`src/design/gpcg_pkg.sv`:
```
package gpcg_pkg;
	// Register byte offsets
	localparam logic [7:0] PORT_B_CLOCK_GATING_OFS = 8'h58;
	localparam logic [7:0] PORT_B_SOFT_RESET_CTRL_OFS = 8'h5C;
	localparam logic [7:0] PORT_C_CLOCK_GATING_OFS = 8'h60;
	// Field positions
	localparam int RUN_CLOCK_ON_POS = 0;
	localparam int SLEEP_CLOCK_ON_POS = 8;
	localparam int DEEP_SLEEP_CLOCK_ON_POS = 16;
	localparam int SOFTWARE_RESET_HOLD_POS = 0;
	localparam int PORT_ENABLED_FLAG_POS = 1;
	// Reset values
	localparam logic [31:0] CLOCK_GATING_RST = 32'h0000_0000;
	localparam logic [31:0] SOFT_RESET_RST = 32'h0000_0000;
	localparam logic [31:0] UNMAPPED_READ = 32'h0000_0000;
	// Power mode encodings from the power manager
	localparam logic [1:0] PMODE_RUN = 2'h0;
	localparam logic [1:0] PMODE_SLEEP = 2'h1;
	localparam logic [1:0] PMODE_DEEP = 2'h2;

	// Per-port clock enable bits
	typedef struct packed {
		logic deep_sleep_clock_on;
		logic sleep_clock_on;
		logic run_clock_on;
	} gpcg_clk_en_t;

	// Bus slave states
	typedef enum logic {
		GPCG_IDLE,
		GPCG_ACK
	} gpcg_bus_state_t;
endpackage

```
`src/design/gpcg_gate_sel.sv`:
```
// Picks the enable bit for the present power mode and registers the gate.
module gpcg_gate_sel
	import gpcg_pkg::*;
(
	// Clock and reset
	input wire logic clk_i,
	input wire logic rst_i,
	// Controls
	input wire gpcg_clk_en_t en_i,
	input wire logic [1:0] pmode_i,
	// Gate
	output logic gate_o
);
	logic gate_ff;
	logic nxt_gate;

	// Mode mux; an unknown mode keeps the clock off
	always_comb begin
		nxt_gate = 1'b0;
		if (pmode_i == PMODE_RUN) begin
			nxt_gate = en_i.run_clock_on;
		end else if (pmode_i == PMODE_SLEEP) begin
			nxt_gate = en_i.sleep_clock_on;
		end else if (pmode_i == PMODE_DEEP) begin
			nxt_gate = en_i.deep_sleep_clock_on;
		end
	end

	// Gate register
	always_ff @(posedge clk_i) begin
		if (rst_i) begin
			gate_ff <= 1'b0;
		end else begin
			gate_ff <= nxt_gate;
		end
	end

	assign gate_o = gate_ff;
endmodule

```
`src/design/gpcg_top.sv`:
```
// Behaviour
// - Port B clock runs in deep sleep only while its deep-sleep enable bit 16 is set.
// - Port B clock runs in sleep only while its sleep enable bit 8 is set.
// - Port B clock runs in run mode only while its run enable bit 0 is set.
// - Port B soft-reset bit 0 holds port B in reset when 1, releases it when 0, reads back.
// - Bit 1 of the port B soft-reset register is a read-only enabled status flag.
// - Port C clock runs in deep sleep only while its deep-sleep enable bit 16 is set.
// - Port C clock runs in sleep only while its sleep enable bit 8 is set.
// - Port C clock runs in run mode only while its run enable bit 0 is set.
// - After chip reset all control bits are 0, clocks gated and soft reset released.
// - Reserved and unused bits read 0 and ignore writes.
//
// Added by the designer: the Wishbone register port.
module gpcg_top
	import gpcg_pkg::*;
(
	// Clock and reset
	input wire logic clk_i,
	input wire logic rst_i,
	// Wishbone slave
	input wire logic wb_cyc_i,
	input wire logic wb_stb_i,
	input wire logic wb_we_i,
	input wire logic [7:0] wb_adr_i,
	input wire logic [3:0] wb_sel_i,
	input wire logic [31:0] wb_dat_i,
	output logic [31:0] wb_dat_o,
	output logic wb_ack_o,
	// Power manager
	input wire logic [1:0] pmode_i,
	// Port controls
	output logic port_b_clk_en_o,
	output logic port_b_rst_o,
	output logic port_c_clk_en_o
);
	gpcg_bus_state_t state_ff;
	gpcg_bus_state_t nxt_state;
	gpcg_clk_en_t b_en_ff;
	gpcg_clk_en_t nxt_b_en;
	gpcg_clk_en_t c_en_ff;
	gpcg_clk_en_t nxt_c_en;
	logic b_rst_ff;
	logic nxt_b_rst;
	logic [31:0] dat_ff;
	logic [31:0] nxt_dat;
	logic ack_ff;
	logic nxt_ack;
	logic [1:0] pmode_ff;
	logic [1:0] nxt_pmode;
	logic b_gate;
	logic c_gate;
	logic b_enabled;
	logic req;
	logic wr_lo;
	logic wr_hi;

	// Request qualifiers for lanes 0 and 2; lanes 0, 1 and 2 carry the only writable bits
	assign req = wb_cyc_i && wb_stb_i && (state_ff == GPCG_IDLE);
	assign wr_lo = req && wb_we_i && wb_sel_i[0];
	assign wr_hi = req && wb_we_i && wb_sel_i[2];

	// Port B counts as enabled while out of soft reset with some mode clock on
	// status flag source
	assign b_enabled = !b_rst_ff && (b_en_ff != '0);

	// Bus state: answer one cycle after the request, then drop ack
	always_comb begin
		nxt_state = state_ff;
		nxt_ack = 1'b0;
		unique case (state_ff)
			GPCG_IDLE: begin
				if (wb_cyc_i && wb_stb_i) begin
					nxt_state = GPCG_ACK;
					nxt_ack = 1'b1;
				end
			end
			GPCG_ACK: begin
				nxt_state = GPCG_IDLE;
			end
		endcase
	end

	// Register writes; only the named bits are stored
	always_comb begin
		nxt_b_en = b_en_ff;
		nxt_c_en = c_en_ff;
		nxt_b_rst = b_rst_ff;
		if (wb_adr_i == PORT_B_CLOCK_GATING_OFS) begin
			if (wr_lo) begin
				nxt_b_en.run_clock_on = wb_dat_i[RUN_CLOCK_ON_POS];
			end
			if (req && wb_we_i && wb_sel_i[1]) begin
				nxt_b_en.sleep_clock_on = wb_dat_i[SLEEP_CLOCK_ON_POS];
			end
			if (wr_hi) begin
				nxt_b_en.deep_sleep_clock_on = wb_dat_i[DEEP_SLEEP_CLOCK_ON_POS];
			end
		end
		if (wb_adr_i == PORT_C_CLOCK_GATING_OFS) begin
			if (wr_lo) begin
				nxt_c_en.run_clock_on = wb_dat_i[RUN_CLOCK_ON_POS];
			end
			if (req && wb_we_i && wb_sel_i[1]) begin
				nxt_c_en.sleep_clock_on = wb_dat_i[SLEEP_CLOCK_ON_POS];
			end
			if (wr_hi) begin
				nxt_c_en.deep_sleep_clock_on = wb_dat_i[DEEP_SLEEP_CLOCK_ON_POS];
			end
		end
		// soft reset write; status bit ignores writes
		if (wb_adr_i == PORT_B_SOFT_RESET_CTRL_OFS && wr_lo) begin
			nxt_b_rst = wb_dat_i[SOFTWARE_RESET_HOLD_POS];
		end
	end

	// Read data, registered with ack
	always_comb begin
		nxt_dat = UNMAPPED_READ;
		if (req && !wb_we_i) begin
			unique case (wb_adr_i)
				PORT_B_CLOCK_GATING_OFS: begin
					nxt_dat[RUN_CLOCK_ON_POS] = b_en_ff.run_clock_on;
					nxt_dat[SLEEP_CLOCK_ON_POS] = b_en_ff.sleep_clock_on;
					nxt_dat[DEEP_SLEEP_CLOCK_ON_POS] = b_en_ff.deep_sleep_clock_on;
				end
				PORT_B_SOFT_RESET_CTRL_OFS: begin
					nxt_dat[SOFTWARE_RESET_HOLD_POS] = b_rst_ff;
					nxt_dat[PORT_ENABLED_FLAG_POS] = b_enabled;
				end
				PORT_C_CLOCK_GATING_OFS: begin
					nxt_dat[RUN_CLOCK_ON_POS] = c_en_ff.run_clock_on;
					nxt_dat[SLEEP_CLOCK_ON_POS] = c_en_ff.sleep_clock_on;
					nxt_dat[DEEP_SLEEP_CLOCK_ON_POS] = c_en_ff.deep_sleep_clock_on;
				end
				default: begin
					nxt_dat = UNMAPPED_READ;
				end
			endcase
		end
	end

	// Power mode pin passes two flops before the mux
	always_comb begin
		nxt_pmode = pmode_i;
	end

	logic [1:0] pmode_meta_ff;

	// Registers
	always_ff @(posedge clk_i) begin
		if (rst_i) begin
			state_ff <= GPCG_IDLE;
			b_en_ff <= gpcg_clk_en_t'(CLOCK_GATING_RST[2:0]);
			c_en_ff <= gpcg_clk_en_t'(CLOCK_GATING_RST[2:0]);
			b_rst_ff <= SOFT_RESET_RST[SOFTWARE_RESET_HOLD_POS];
			dat_ff <= UNMAPPED_READ;
			ack_ff <= 1'b0;
			pmode_meta_ff <= PMODE_RUN;
			pmode_ff <= PMODE_RUN;
		end else begin
			state_ff <= nxt_state;
			b_en_ff <= nxt_b_en;
			c_en_ff <= nxt_c_en;
			b_rst_ff <= nxt_b_rst;
			dat_ff <= nxt_dat;
			ack_ff <= nxt_ack;
			pmode_meta_ff <= nxt_pmode;
			pmode_ff <= pmode_meta_ff;
		end
	end

	gpcg_gate_sel u_gate_b (
		.clk_i(clk_i),
		.rst_i(rst_i),
		.en_i(b_en_ff),
		.pmode_i(pmode_ff),
		.gate_o(b_gate)
	);

	gpcg_gate_sel u_gate_c (
		.clk_i(clk_i),
		.rst_i(rst_i),
		.en_i(c_en_ff),
		.pmode_i(pmode_ff),
		.gate_o(c_gate)
	);

	// Outputs straight from flops
	assign wb_dat_o = dat_ff;
	assign wb_ack_o = ack_ff;
	assign port_b_rst_o = b_rst_ff;
	assign port_b_clk_en_o = b_gate;
	assign port_c_clk_en_o = c_gate;
endmodule

```
`config.mk`:
```
export PLATFORM = sky130hd
export DESIGN_NAME = gpcg_top
export DESIGN_NICKNAME = d
export VERILOG_FILES = /design/src/design/gpcg_pkg.sv /design/src/design/gpcg_gate_sel.sv /design/src/design/gpcg_top.sv
export SDC_FILE = /design/constraint.sdc
export NUM_CORES = 1
export LEC_CHECK = 0
export BUFFER_PORTS_ARGS = -buffer_cell sky130_fd_sc_hd__buf_2
export CAP_MARGIN = 20
export CORE_MARGIN = 5
export CORE_UTILIZATION = 40
export CTS_CLUSTER_DIAMETER = 60
export DETAILED_ROUTE_END_ITERATION = 10
export PLACE_DENSITY = 0.85
export SLEW_MARGIN = 30
export SYNTH_ARGS = -nofsm -noshare
export SYNTH_HDL_FRONTEND = slang
export SYNTH_SLANG_ARGS = --single-unit
```
`constraint.sdc`:
```
create_clock -name clk_i -period 2 [get_ports clk_i]
set_input_delay 0.1 -clock clk_i [delete_from_list [all_inputs] [get_ports clk_i]]
set_output_delay 0.1 -clock clk_i [all_outputs]
set_load 0.05 [all_outputs]
```
==> impl_metrics.toml <==
[power_and_ir_drop]
switching_share = 0.3356
p_switching_w = 0.0002531
intPower_w = 0.0005010
p_leak_nw = 0.5265
powerDensity_nw_per_um2 = 680.3
power_frac_seq = 0.484
clkPwrFrac = 0.289
comb_power_share = 0.227
ir_drop_mv = 0.5483

[route]
drc = 0
vias = 739
drtAntennaViolNets = 0
dr.first_iter.drc_count = 9
wl_per_cell_microns = 11.06
routed_via_density = 4.452
routed_wl_mm = 1.836
drt_first_pass_iters = 4

[setup_path]
path_class = "register to register"
cp_max_fo = 4
worstRegToRegCells = 2
cp.arrival_ns = 1.48
cp-start-kind = "register"
cp_data_required_time_ns = 2.21
worst_setup_path_end_kind = "register"

[yosys]
synth_area_sq_um = 1023
syn_avg_cell_area_sq_um = 9.477
synth-seq-area-share = 0.3521
ys_types = 22
syn_inst = 108
ys_ff_latch = 18
ys_warn_count = 0

[sta]
report.final.hold_viol_count = 0
clock_skew_ns = 0.002762
drv_slew = 0
fmax_mhz = 792.0
setup_violations = 0
rsz0062_at_grt = "no"
fin_crit_sh = 0.6314
min_period_ns = 1.263
finalSetupTns_ns = 0
tightestPinTransition_ns = 0.7239
slew_headroom = 0.5154

[floorplan]
die_h_microns = 60.59
core-area_sq_um = 2455
fp.dieW_microns = 60.59
die-area_sq_um = 3671
rows = 18
initial_utilization = 0.4169
ioPinCount = 87

[layout]
antenna_cells = 0
final_util = 0.4516
finalNetCount = 188
syn_to_final_growth_pct = 8.313
final_layout_size_suffix_gt1_frac = 0.2868
final_cell_mix = "28 x conb_1, 28 x buf_2, 18 x dfxtp_1"
fin_area_sq_um = 1109

[place]
gp_congestion = 0.8125
dp_hpwl_mm = 1.545
portBuffers = 28
post_dp_cell_area_sq_um = 1072

[global_route]
gr-total-overflow = 0
grt_usage = 0.1036
antenna_found_initial = 0
grt_pass1_wl_mm = 2.904
grt_max_degree = 19
grt_pass1_vias = 709

[clocking]
clk_pin_slew_ns = 0.10
h-tree-depth = 1
cts_resized = 0
cts_setup_buffers = 0
cts-hold-fix-buffers = 0
clk_latency_ns = 0.29
cts_buffer_depth = 2
cts_tree = "done"
root_buffer = "clkbuf_4"
clock_sinks = 18
numCtsBuffers = 3

[run_status]
status = "finished clean"

[hold_path]
worstHoldPathType = "primary input to register"
hold_path_depth = 2

[flow_run]
max_cap_violations = 0
==> registers in the layout (all words and copies together) (netlist names) <==
name,flops
wb_dat_o,4
b_en_ff,3
c_en_ff,3
pmode_ff,2
pmode_meta_ff,2
port_b_rst_o,1
state_ff,1
u_gate_b.gate_o,1
u_gate_c.gate_o,1
==> cell type report <==
type | count | area [sq um]
sequential | 18 | 360.3
timing repair buffer | 28 | 140.1
tap | 30 | 37.54
fill | 244 | 1346
multi-input combinational | 86 | 534.3
clock buffer | 4 | 36.28
==> routing by layer <==
layer,global-route usage,up-vias,part of all wire
met5,0,-,0
met4,0.03406,0,0.011
met3,0.03191,2,0.10
met2,0.1786,35,0.49
met1,0.1221,329,0.40
li1,-,373,-
==> cells in the mapped netlist <==
cell type  count  area, sq um
or4_1          1        7.510
buf_4         28        210.2
or2_2          2        12.51
and4b_1        2        20.02
nor3_1         2        10.01
dfxtp_1       18        360.4
conb_1         1        3.750
and4bb_2       1        12.51
a31oi_1        1        6.260
nand2b_1      10        62.56
nor4b_4        2        47.55
nand4_1        7        43.79
nand3_1        7        35.03
clkbuf_2       1        5.000
nor4_2         1        12.51
buf_6          1        11.26
nor2b_1        5        31.28
nand2_2        1        6.260
a21oi_1        4        20.02
mux2i_1        9        90.09
clkbuf_1       1        3.750
nand2_1        3        11.26
==> critical path, cell delays in order (launching register included) <==
cell	delay [ns]
dfxtp_1	0.34
or4_1	0.62
nor4_2	0.22
==> metrics by stage <==
stage	total power, W	std cells	setup slack (ns)	hold WS [ns]
2_1_floorplan	0.0005571	135	0.5996	0.2282
3_3_place_gp	0.0005407	162	0.6748	0.3083
3_5_place_dp	0.0005430	162	0.6035	0.3222
4_1_cts	0.0007594	166	0.7273	0.01491
5_1_grt	0.0007818	166	0.6364	0.02154
6_report	0.0007541	166	0.7373	0.01520
==> worst paths after layout <==
path,end,slack [ns],start
setup / recovery,wb_dat_o[1]$_SDFF_PP0_,0.74,state_ff$_SDFF_PP0_
hold / removal,pmode_meta_ff[1]$_SDFF_PP0_,0.02,pmode_i[1]
setup reg to reg,wb_dat_o[1]$_SDFF_PP0_,0.74,state_ff$_SDFF_PP0_
hold reg to reg,pmode_ff[1]$_SDFF_PP0_,0.45,pmode_meta_ff[1]$_SDFF_PP0_
==> logic make-up (layout without fill, tap and decap cells) <==
group	Yosys count	in the layout	synth area share
AND/OR/NAND/NOR	44	44	0.3056
buffers and inverters	31	32	0.2249
flip-flops	18	18	0.3521
multiplexers	9	9	0.08802
AO/OA/AOI/OAI	5	5	0.02568
other	1	28	0.003664
==> power groups by stage <==
stage	clock [W]	combinational, W	sequential [W]
after global placement	0	0.000168	0.000373
after floorplan	0	0.000181	0.000376
final	0.000218	0.000171	0.000365
after CTS	0.000225	0.000170	0.000365
after detailed placement	0	0.000170	0.000373
after global routing	0.000235	0.000181	0.000366
(Power assumes the default switching activity.)
